--- src/logic/fpsk_map.vh ---
// Register offsets, field positions, reset values and timing counts of the front panel scan and knob block
// Summary of operation
// Step phase falling while gate phase low: interrupt low, direction high.
// Step phase rising while gate phase low: interrupt low, direction low.
// While gate phase high, step phase transitions are ignored.
// Controller toggles the knob clear after servicing to release the request.
// Interrupt and direction hold from qualifying edge until knob clear.
// Retriggerable timeout blanks display when field or segment writes stop.
// Key matrix is 8 rows by 8 columns, read as row and column.
// Matrix columns driven by inverted latched digit strobes, in step with refresh.
// Row status reaches the bus only when its register is selected.
// Display refreshed as four groups of nine fields.
// Groups share grid strobes; each group has its own anode latch.
// Controller gives a bright digit three extra strobes per refresh sequence.
// Byte-wide display data is captured into one of several latches.
// Decoded latch selects pick the single latch capturing each byte.
// Static rear inputs gated by scan strobes into strobed key requests.
// Remote unit requests by momentarily grounding a rear panel input.
// Display off stops scan strobes, so all strobed keys go inactive.
// Clear/local key bypasses matrix and stays readable with display off.
// Standby output high with indicator lit when power switch closed.
// Refresh interrupt every 540 us, or 16.3 ms when off, then reset pulse.
`ifndef FPSK_MAP_VH
`define FPSK_MAP_VH

`define FPSK_OFS_GRID_A    8'h00
`define FPSK_OFS_GRID_B    8'h04
`define FPSK_OFS_ANODE_A   8'h08
`define FPSK_OFS_ANODE_B   8'h0c
`define FPSK_OFS_ANODE_C   8'h10
`define FPSK_OFS_ANODE_D   8'h14
`define FPSK_OFS_CTRL      8'h18
`define FPSK_OFS_STATUS    8'h1c
`define FPSK_OFS_KEYS      8'h20

`define FPSK_CTRL_DISP_ON  0
`define FPSK_CTRL_CLEAR    1
`define FPSK_CTRL_RESET    1'b1

`define FPSK_ST_IRQ        0
`define FPSK_ST_UP         1
`define FPSK_ST_BLANK      2
`define FPSK_ST_STANDBY    3
`define FPSK_ST_DISP_ON    4

`define FPSK_KEYS_REQ_LSB  8
`define FPSK_KEYS_CLR      11

`define FPSK_SCAN_BIT      7

`define FPSK_CLK_PERIOD_NS 8
`define FPSK_REFRESH_NS    540000
`define FPSK_REFRESH_OFF_NS 16300000
`define FPSK_BLANK_NS      2000000
`define FPSK_REFRESH_CYC   (`FPSK_REFRESH_NS / `FPSK_CLK_PERIOD_NS)
`define FPSK_REFRESH_OFF_CYC (`FPSK_REFRESH_OFF_NS / `FPSK_CLK_PERIOD_NS)
`define FPSK_BLANK_CYC     (`FPSK_BLANK_NS / `FPSK_CLK_PERIOD_NS)

`endif

--- src/logic/fpsk_top.v ---
// Front panel display latches, key scan, rear requests, knob, blanking and refresh tick over APB
//
// Added by the designer: the register offsets and the APB slave port.
`timescale 1ns/1ps
`include "fpsk_map.vh"
module fpsk_top #(
    parameter REFRESH_CYC     = `FPSK_REFRESH_CYC,
    parameter REFRESH_OFF_CYC = `FPSK_REFRESH_OFF_CYC,
    parameter BLANK_CYC       = `FPSK_BLANK_CYC
) (
    input  wire        mclk_i,
    input  wire        arst_n_i,
    input  wire        psel_i,
    input  wire        penable_i,
    input  wire        pwrite_i,
    input  wire [7:0]  paddr_i,
    input  wire [31:0] pwdata_i,
    output reg  [31:0] prdata_o,
    output wire        pready_o,
    output wire        pslverr_o,
    input  wire        knob_gate_phase_n_i,
    input  wire        knob_step_phase_n_i,
    output wire        turn_irq_n_o,
    output wire        turn_direction_up_o,
    input  wire [7:0]  key_row_n_i,
    output wire [7:0]  key_col_o,
    output wire [7:0]  key_col_oe_n_o,
    input  wire        seq_up_n_i,
    input  wire        seq_down_n_i,
    input  wire        bright_sel_n_i,
    input  wire        clear_local_key_n_i,
    input  wire        standby_sw_closed_i,
    output wire        standby_o,
    output wire        standby_led_o,
    output wire [8:0]  grid_o,
    output wire [7:0]  anode_a_o,
    output wire [7:0]  anode_b_o,
    output wire [7:0]  anode_c_o,
    output wire [7:0]  anode_d_o,
    output wire        grid_latch_sel_a_n_o,
    output wire        grid_latch_sel_b_n_o,
    output wire        anode_latch_sel_a_n_o,
    output wire        anode_latch_sel_b_n_o,
    output wire        anode_latch_sel_c_n_o,
    output wire        anode_latch_sel_d_n_o,
    output wire        blank_o,
    output wire        refresh_irq_n_o,
    output wire        refresh_rst_o
);
    localparam [23:0] REFRESH_LAST     = REFRESH_CYC - 1;
    localparam [23:0] REFRESH_OFF_LAST = REFRESH_OFF_CYC - 1;
    localparam [23:0] BLANK_LAST       = BLANK_CYC - 1;

    // Refresh tick sequencer states
    localparam [2:0] TK_COUNT = 3'b001;
    localparam [2:0] TK_IRQ   = 3'b010;
    localparam [2:0] TK_RST   = 3'b100;

    reg  [7:0]  grid_a_ff;
    reg         grid_b_ff;
    reg  [7:0]  anode_a_ff;
    reg  [7:0]  anode_b_ff;
    reg  [7:0]  anode_c_ff;
    reg  [7:0]  anode_d_ff;
    reg  [5:0]  sel_n_ff;
    reg  [5:0]  nxt_sel_n;
    reg         disp_on_ff;
    reg         clear_lvl_ff;
    reg         clear_lvl_d_ff;
    reg  [23:0] blank_cnt_ff;
    reg         blank_ff;
    reg  [23:0] tick_cnt_ff;
    reg  [2:0]  tick_st_ff;
    reg  [31:0] nxt_rdata;
    reg         dec_hit;

    wire        wr_en;
    wire        rd_en;
    wire        latch_wr;
    wire        live;
    wire        scan;
    wire [7:0]  row_n;
    wire [4:0]  stat_n;
    wire [1:0]  knob_n;
    wire [2:0]  req;
    wire        clr_key;
    wire [23:0] tick_last;
    wire        knob_clear;

    // Asynchronous pins pass two flip-flops first
    fpsk_sync #(
        .W   (8),
        .RST (1'b1)
    ) u_row_sync (
        .mclk_i   (mclk_i),
        .arst_n_i (arst_n_i),
        .async_i  (key_row_n_i),
        .sync_o   (row_n)
    );

    fpsk_sync #(
        .W   (5),
        .RST (1'b1)
    ) u_stat_sync (
        .mclk_i   (mclk_i),
        .arst_n_i (arst_n_i),
        .async_i  ({seq_up_n_i, seq_down_n_i, bright_sel_n_i, clear_local_key_n_i, ~standby_sw_closed_i}),
        .sync_o   (stat_n)
    );

    fpsk_sync #(
        .W   (2),
        .RST (1'b1)
    ) u_knob_sync (
        .mclk_i   (mclk_i),
        .arst_n_i (arst_n_i),
        .async_i  ({knob_gate_phase_n_i, knob_step_phase_n_i}),
        .sync_o   (knob_n)
    );

    fpsk_knob u_knob (
        .mclk_i              (mclk_i),
        .arst_n_i            (arst_n_i),
        .gate_n_i            (knob_n[1]),
        .step_n_i            (knob_n[0]),
        .clear_i             (knob_clear),
        .turn_irq_n_o        (turn_irq_n_o),
        .turn_direction_up_o (turn_direction_up_o)
    );

    // APB slave with no wait states
    assign pready_o = 1'b1;
    assign wr_en    = psel_i & penable_i & pwrite_i;
    assign rd_en    = psel_i & penable_i & ~pwrite_i;

    always @*
    begin
        dec_hit = 1'b1;
        if (paddr_i == `FPSK_OFS_GRID_A)
            dec_hit = 1'b1;
        else if (paddr_i == `FPSK_OFS_GRID_B)
            dec_hit = 1'b1;
        else if (paddr_i == `FPSK_OFS_ANODE_A)
            dec_hit = 1'b1;
        else if (paddr_i == `FPSK_OFS_ANODE_B)
            dec_hit = 1'b1;
        else if (paddr_i == `FPSK_OFS_ANODE_C)
            dec_hit = 1'b1;
        else if (paddr_i == `FPSK_OFS_ANODE_D)
            dec_hit = 1'b1;
        else if (paddr_i == `FPSK_OFS_CTRL)
            dec_hit = 1'b1;
        else if (paddr_i == `FPSK_OFS_STATUS)
            dec_hit = 1'b1;
        else if (paddr_i == `FPSK_OFS_KEYS)
            dec_hit = 1'b1;
        else
            dec_hit = 1'b0;
    end

    assign pslverr_o = psel_i & penable_i & ~dec_hit;

    // Exactly one latch select per written byte
    always @*
    begin
        nxt_sel_n = 6'h3f;
        if (wr_en)
        begin
            if (paddr_i == `FPSK_OFS_GRID_A)
                nxt_sel_n = 6'h3e;
            else if (paddr_i == `FPSK_OFS_GRID_B)
                nxt_sel_n = 6'h3d;
            else if (paddr_i == `FPSK_OFS_ANODE_A)
                nxt_sel_n = 6'h3b;
            else if (paddr_i == `FPSK_OFS_ANODE_B)
                nxt_sel_n = 6'h37;
            else if (paddr_i == `FPSK_OFS_ANODE_C)
                nxt_sel_n = 6'h2f;
            else if (paddr_i == `FPSK_OFS_ANODE_D)
                nxt_sel_n = 6'h1f;
        end
    end

    assign latch_wr = ~&nxt_sel_n;

    // Byte-wide latches and a one-bit grid B latch; only the low byte of the bus is used
    always @(posedge mclk_i or negedge arst_n_i)
    begin
        if (!arst_n_i)
        begin
            grid_a_ff      <= 8'h00;
            grid_b_ff      <= 1'b0;
            anode_a_ff     <= 8'h00;
            anode_b_ff     <= 8'h00;
            anode_c_ff     <= 8'h00;
            anode_d_ff     <= 8'h00;
            sel_n_ff       <= 6'h3f;
            disp_on_ff     <= `FPSK_CTRL_RESET;
            clear_lvl_ff   <= 1'b0;
            clear_lvl_d_ff <= 1'b0;
        end
        else
        begin
            sel_n_ff       <= nxt_sel_n;
            clear_lvl_d_ff <= clear_lvl_ff;
            if (!nxt_sel_n[0])
                grid_a_ff <= pwdata_i[7:0];
            if (!nxt_sel_n[1])
                grid_b_ff <= pwdata_i[0];
            if (!nxt_sel_n[2])
                anode_a_ff <= pwdata_i[7:0];
            if (!nxt_sel_n[3])
                anode_b_ff <= pwdata_i[7:0];
            if (!nxt_sel_n[4])
                anode_c_ff <= pwdata_i[7:0];
            if (!nxt_sel_n[5])
                anode_d_ff <= pwdata_i[7:0];
            if (wr_en && paddr_i == `FPSK_OFS_CTRL)
            begin
                disp_on_ff   <= pwdata_i[`FPSK_CTRL_DISP_ON];
                clear_lvl_ff <= pwdata_i[`FPSK_CTRL_CLEAR];
            end
        end
    end

    // Any change of the clear level releases the knob request
    assign knob_clear = clear_lvl_ff ^ clear_lvl_d_ff;

    assign grid_latch_sel_a_n_o  = sel_n_ff[0];
    assign grid_latch_sel_b_n_o  = sel_n_ff[1];
    assign anode_latch_sel_a_n_o = sel_n_ff[2];
    assign anode_latch_sel_b_n_o = sel_n_ff[3];
    assign anode_latch_sel_c_n_o = sel_n_ff[4];
    assign anode_latch_sel_d_n_o = sel_n_ff[5];

    // Watchdog retriggered by every field or segment write
    always @(posedge mclk_i or negedge arst_n_i)
    begin
        if (!arst_n_i)
        begin
            blank_cnt_ff <= 24'h000000;
            blank_ff     <= 1'b1;
        end
        else if (latch_wr)
        begin
            blank_cnt_ff <= 24'h000000;
            blank_ff     <= 1'b0;
        end
        else if (blank_cnt_ff == BLANK_LAST)
        begin
            blank_ff <= 1'b1;
        end
        else
        begin
            blank_cnt_ff <= blank_cnt_ff + 24'h000001;
        end
    end

    assign blank_o = blank_ff;
    assign live    = disp_on_ff & ~blank_ff;

    // Outputs blank and scan stops when the display is off or starved
    assign grid_o    = live ? {grid_b_ff, grid_a_ff} : 9'h000;
    assign anode_a_o = live ? anode_a_ff : 8'h00;
    assign anode_b_o = live ? anode_b_ff : 8'h00;
    assign anode_c_o = live ? anode_c_ff : 8'h00;
    assign anode_d_o = live ? anode_d_ff : 8'h00;

    // Open-drain inverters pull a column low while its digit strobe is high
    assign key_col_o      = 8'h00;
    assign key_col_oe_n_o = ~(grid_a_ff & {8{live}});

    // Rear inputs are static; one scan strobe gates them into key requests
    assign scan    = live & grid_a_ff[`FPSK_SCAN_BIT];
    assign req     = ~stat_n[4:2] & {3{scan}};
    // Clear/local stays visible with the display off
    assign clr_key = ~stat_n[1];

    // Standby follows the power switch directly
    assign standby_o     = ~stat_n[0];
    assign standby_led_o = ~stat_n[0];

    // Refresh tick: count, interrupt cycle, then reset cycle
    assign tick_last = disp_on_ff ? REFRESH_LAST : REFRESH_OFF_LAST;

    always @(posedge mclk_i or negedge arst_n_i)
    begin
        if (!arst_n_i)
        begin
            tick_cnt_ff <= 24'h000000;
            tick_st_ff  <= TK_COUNT;
        end
        else
        begin
            case (tick_st_ff)
                TK_COUNT:
                begin
                    if (tick_cnt_ff >= tick_last)
                    begin
                        tick_cnt_ff <= 24'h000000;
                        tick_st_ff  <= TK_IRQ;
                    end
                    else
                    begin
                        tick_cnt_ff <= tick_cnt_ff + 24'h000001;
                    end
                end
                TK_IRQ:
                begin
                    tick_cnt_ff <= tick_cnt_ff + 24'h000001;
                    tick_st_ff  <= TK_RST;
                end
                TK_RST:
                begin
                    tick_cnt_ff <= tick_cnt_ff + 24'h000001;
                    tick_st_ff  <= TK_COUNT;
                end
                default:
                begin
                    tick_cnt_ff <= 24'h000000;
                    tick_st_ff  <= TK_COUNT;
                end
            endcase
        end
    end

    assign refresh_irq_n_o = ~tick_st_ff[1];
    assign refresh_rst_o   = tick_st_ff[2];

    // Row status drives read data only when its register is addressed
    always @*
    begin
        nxt_rdata = 32'h00000000;
        if (rd_en)
        begin
            if (paddr_i == `FPSK_OFS_GRID_A)
                nxt_rdata[7:0] = grid_a_ff;
            else if (paddr_i == `FPSK_OFS_GRID_B)
                nxt_rdata[0] = grid_b_ff;
            else if (paddr_i == `FPSK_OFS_ANODE_A)
                nxt_rdata[7:0] = anode_a_ff;
            else if (paddr_i == `FPSK_OFS_ANODE_B)
                nxt_rdata[7:0] = anode_b_ff;
            else if (paddr_i == `FPSK_OFS_ANODE_C)
                nxt_rdata[7:0] = anode_c_ff;
            else if (paddr_i == `FPSK_OFS_ANODE_D)
                nxt_rdata[7:0] = anode_d_ff;
            else if (paddr_i == `FPSK_OFS_CTRL)
                nxt_rdata[1:0] = {clear_lvl_ff, disp_on_ff};
            else if (paddr_i == `FPSK_OFS_STATUS)
            begin
                nxt_rdata[`FPSK_ST_IRQ]     = ~turn_irq_n_o;
                nxt_rdata[`FPSK_ST_UP]      = turn_direction_up_o;
                nxt_rdata[`FPSK_ST_BLANK]   = blank_ff;
                nxt_rdata[`FPSK_ST_STANDBY] = ~stat_n[0];
                nxt_rdata[`FPSK_ST_DISP_ON] = disp_on_ff;
            end
            else if (paddr_i == `FPSK_OFS_KEYS)
            begin
                // Rows read high for a closed key on the strobed column
                nxt_rdata[7:0] = live ? ~row_n : 8'h00;
                nxt_rdata[`FPSK_KEYS_REQ_LSB+2:`FPSK_KEYS_REQ_LSB] = req;
                nxt_rdata[`FPSK_KEYS_CLR] = clr_key;
            end
        end
    end

    // Combinational read mux keeps the slave at zero wait states
    always @*
    begin
        prdata_o = nxt_rdata;
    end
endmodule // fpsk_top

--- src/logic/fpsk_sync.v ---
// Two-stage synchroniser for a bus of asynchronous level inputs
`timescale 1ns/1ps
module fpsk_sync #(
    parameter W   = 1,
    parameter RST = 1'b1
) (
    input  wire         mclk_i,
    input  wire         arst_n_i,
    input  wire [W-1:0] async_i,
    output wire [W-1:0] sync_o
);
    reg [W-1:0] meta_ff;
    reg [W-1:0] sync_ff;

    always @(posedge mclk_i or negedge arst_n_i)
    begin
        if (!arst_n_i)
        begin
            meta_ff <= {W{RST}};
            sync_ff <= {W{RST}};
        end
        else
        begin
            meta_ff <= async_i;
            sync_ff <= meta_ff;
        end
    end

    assign sync_o = sync_ff;
endmodule // fpsk_sync

--- src/logic/fpsk_knob.v ---
// Edit knob quadrature decoder holding one request until cleared
`timescale 1ns/1ps
module fpsk_knob (
    input  wire mclk_i,
    input  wire arst_n_i,
    input  wire gate_n_i,
    input  wire step_n_i,
    input  wire clear_i,
    output wire turn_irq_n_o,
    output wire turn_direction_up_o
);
    reg  step_d_ff;
    reg  pend_ff;
    reg  up_ff;
    wire fall;
    wire rise;
    wire hit;

    assign fall = step_d_ff & ~step_n_i;
    assign rise = ~step_d_ff & step_n_i;
    // Edges only count while the gate phase is low
    assign hit  = ~gate_n_i & (fall | rise) & (~pend_ff | clear_i);

    always @(posedge mclk_i or negedge arst_n_i)
    begin
        if (!arst_n_i)
        begin
            step_d_ff <= 1'b1;
            pend_ff   <= 1'b0;
            up_ff     <= 1'b0;
        end
        else
        begin
            step_d_ff <= step_n_i;
            // A new edge in the clearing cycle wins over the clear
            if (hit)
            begin
                pend_ff <= 1'b1;
                up_ff   <= fall;
            end
            else if (clear_i)
            begin
                pend_ff <= 1'b0;
            end
        end
    end

    // Held until cleared; later edges are dropped so direction stays stable
    assign turn_irq_n_o        = ~pend_ff;
    assign turn_direction_up_o = up_ff;
endmodule // fpsk_knob

--- config.mk ---
export PLATFORM = sky130hd
export DESIGN_NAME = fpsk_top
export DESIGN_NICKNAME = d
export VERILOG_FILES = /design/src/logic/fpsk_top.v /design/src/logic/fpsk_sync.v /design/src/logic/fpsk_knob.v
export VERILOG_INCLUDE_DIRS = /design/src /design/src/logic
export SDC_FILE = /design/constraint.sdc
export NUM_CORES = 1
export LEC_CHECK = 0
export BUFFER_PORTS_ARGS = -buffer_cell sky130_fd_sc_hd__buf_2
export CAP_MARGIN = 10
export CORE_AREA = 2 2 169 88
export CTS_CLUSTER_SIZE = 10
export DETAILED_ROUTE_END_ITERATION = 7
export DIE_AREA = 0 0 171 90
export PLACE_DENSITY = 0.81
export SLEW_MARGIN = 20
export SYNTH_ARGS = -nofsm -noshare
export SYNTH_HDL_FRONTEND = slang
export SYNTH_SLANG_ARGS = --single-unit
export TNS_END_PERCENT = 1
--- constraint.sdc ---
create_clock -name mclk_i -period 4.6 [get_ports mclk_i]
set_input_delay 0.92 -clock mclk_i [delete_from_list [all_inputs] [get_ports mclk_i]]
set_output_delay 0.92 -clock mclk_i [all_outputs]
set_load 0.01 [all_outputs]
==> metrics.md <==
| Metric | Value |
|---|---|
| Delay-heaviest family, CP | simple AND/OR/NAND/NOR gates |
| Worst-path cell chain | buf_2 > nor2_2 > nand4_1 > nor2_1 > o21ai_0 > a221oi_1 > buf_2 |
| Worst-skew pair later-pin latency | between 0.4 and 0.5 ns |
| Max-slew violation count | 0 |
| Die area | ~15,000 um^2 |
| Iter 0 DRT Violations | 547 |
| Hold Path End | u_row_sync.sync_o[4] |
| CTS Hold Bufs | 0 |
| # rows | 31 |
| Status | finished, final reports clean |
| R2r setup slk | 2.04 ns |
| Maximum vdd ir drop | 0.000250 V |
| Top FF cell, synth | dfrtp_1 |
| Max_cap viols | 0 |
| Total congestion overflow | 0 |
| Max Root-Sink Buffers | 2 |
| WP buf/inv | 2 |
| Sequential-to-total area share from yosys stat | 0.501 |
| Hold WC Path Type | flip-flop to flip-flop |
| Power density over the cells | 386 nW/um^2 |
| Worst-Margin Slew | 0.938 ns |
| First-pass GRT wire length | 26,000 um |
| GRT Total Usage | 0.218 |
| #FFs+latches synth | 135 |
| Delay of the slowest critical-path stage | 0.49 ns |
| Starting Density | 0.487 |
| Total non-filler cell area in the finished layout | 8040 um^2 |
| Worst hold slack | between 0.3 and 0.4 ns |
| Crit path max fanout | 25 |
| Die Span X | 171 um |
| Nets@finish | 825 |
| Register area | 3430 um^2 |
| Pint | 2210 uW |
| CP endpoint kind | output pin |
| Multi-input combinational cell area | 3110 um^2 |
| Synth top area cells | dfrtp_1 (35%), dfstp_2 (15%), mux2_2 (4.6%) |
| CTS buffer count | 17 |
| Boundary Pins | about 160 |
| P_leak | 0.00381 uW |
| CTS tree | done |
| CTS root buffer | clkbuf_16 |
| Htree depth | 4 |
| Setup violators final | 0 |
| Filler cell count in the final layout | about 1,200 |
| DRC | 0 |
| Commonest non-fill, non-tap cells in the layout | buf_2 (109), dfrtp_1 (95), nor2_1 (57) |
| Synth top area share | 0.347 |
| DR vias/cell | about 5.3 |
| Die Ht | about 90 um |
| Setup bufs post-CTS | 0 |
| Vias | 5,152 |
| Dpl cells | 933 |
| Clock power share | 0.424 |
| Core Area | 14,000 um^2 |
| ANT cells | 0 |
| Setup TNS | 0 ns |
| Crit path top cell by count | buf_2 |
| Endpoints failing hold | 0 |
| Syn Area/Cell | 10.7 um^2 |
| Reg-to-Reg Start | disp_on_ff |
| Fin Clk Skew | 0.00963 ns |
| Pin count of the biggest net entering global routing | 108 |
| Cells after Synth | 641 |
| Clk pin slew, worst setup/hold paths | 0.06 ns |
| Final ANT Viol Nets | 0 |
| Final period util | 0.875 |
| Hpwl dp | 11,400 um |
| Cells on worst reg2reg path | 8 |
| PostCTS Resize Cnt | 0 |
| Reg-to-reg critical path endpoint | tick_cnt_ff[1] |
| Netlist cell types | 59 |
| # clock sinks | 135 |
| Initial antenna violation count | 0 |
| Worst Hold Depth | 0 |
| Cell taking the most area after synthesis | dfrtp_1 |
| EDFF count, synth | 0 |
| RSZ-0062 raised after global routing | false |
| Layout cells sized above 1 | 0.330 |
| Routability congestion estimate | 0.929 |
| CP Launch Type | input pin |
| Max frequency | 0.248 GHz |
| Flop pwr share | 0.470 |
| Commonest non-fill, non-tap cell in the layout | buf_2 |
| Port bufs | 110 |
| Asr flop ratio synth | 1.00 |
| Combinational power share | 0.106 |
| Critical path class | input pin to output pin |
| YS warnings | 0 |
| Fin cells | 965 |
| Design Power | 3100 uW |
| DP Area | 7470 um^2 |
| Sw Ratio | 0.286 |
| Final critical-path required period | 4.03 ns |
| Worst EP required | 3.68 ns |
| Area Overhead vs Synth | 17.5% |
| HP Start | u_row_sync.meta_ff[4] |
| Crit-path slowest cell | a221oi_1 |
| Worst slew margin | 0.374 |
| Critical Path AT | 3.11 ns |
| Cell Area, Synth | a little under 7000 um^2 |
| WL/cell | 16.7 um |
| Vias in the first global route | 4,827 |
| Switching power | 888 uW |
| Total wire length | 16,100 um |
| Drt first pass iters | 8 |
## power by group through the flow
stage               logic, uW  registers, uW  clock network [uW]
floorplan                 247           1430                   0
global placement          313           1470                   0
detailed placement        324           1470                   0
finish                    327           1460                1320
CTS                       328           1450                1340
global route              373           1480                1400
## layout make-up
class / count / share of cell area
multi-input combinational: 461 / 0.386
clock inverter: 14 / 0.0174
inverter: 23 / 0.0107
tap: 198 / 0.0308
clock buffer: 18 / 0.0534
timing repair buffer: 116 / 0.0748
sequential: 135 / 0.426
## cells in the mapped netlist, drive strengths merged (11+ instances only)
cell and instances:
a21oi 18, mux2 44, inv 23, nand4 15, o21ai 22, nor3 13, nand3 29, ha 11
dfstp 40, xor2 25, xnor2 16, nor2 78, buf 42, dfrtp 95, nand2 37, o22ai 12
and2 35
## per-layer routing
| layer | routed length (um) | vias up | global-route usage | share of wire |
|---|---|---|---|---|
| li1 | - | 2386 | - | - |
| met1 | 7840 | 2483 | 0.341 | 0.49 |
| met2 | 6340 | 257 | 0.278 | 0.39 |
| met3 | 1760 | 26 | 0.0881 | 0.11 |
| met4 | 194 | 0 | 0.0438 | 0.012 |
| met5 | 0 | - | 0 | 0 |
## flip-flops by register name (all words and copies together), names as in the netlist, 2 cells and up
register	count
u_knob_sync.sync_o	2
u_row_sync.sync_o	8
anode_c_ff	8
anode_b_ff	8
tick_st_ff	3
grid_a_ff	8
blank_cnt_ff	24
tick_cnt_ff	24
anode_a_ff	8
u_row_sync.meta_ff	8
u_knob_sync.meta_ff	2
u_stat_sync.meta_ff	5
anode_d_ff	8
sel_n_ff	6
u_stat_sync.sync_o	5
## how the worst max path moves through the flow
stage                  endpoint  slack [ns]  startpoint  depth (start not counted)
floorplan           prdata_o[1]        1.51  paddr_i[2]                          6
global placement    prdata_o[1]        0.80  paddr_i[3]                          7
detailed placement  prdata_o[1]        0.69  paddr_i[3]                          7
CTS                 prdata_o[3]        0.66  paddr_i[3]                          7
global route        prdata_o[1]        0.44  paddr_i[3]                          7
finish              prdata_o[1]        0.57  paddr_i[3]                          7
## metrics by stage
step           setup WS (ns)  utilization
2_1_floorplan           1.51            -
3_3_place_gp           0.802        0.532
3_5_place_dp           0.686        0.532
4_1_cts                0.658        0.573
5_1_grt                0.443        0.573
6_report               0.575        0.573
## logic make-up (layout without fill, tap and decap cells)
family	count (synthesis)	in the layout	share of synthesized area
other	2	29	0.00110
muxes	53	53	0.0856
buffers and inverters	72	171	0.0600
DFF	135	135	0.501
adders and majority gates	11	11	0.0201
xor gates and xnor gates	41	41	0.0525
AOI/OAI and AO/OA	75	75	0.0717
and+or+nand+nor	252	252	0.208
No activity file was read; power rests on OpenSTA's default activity.
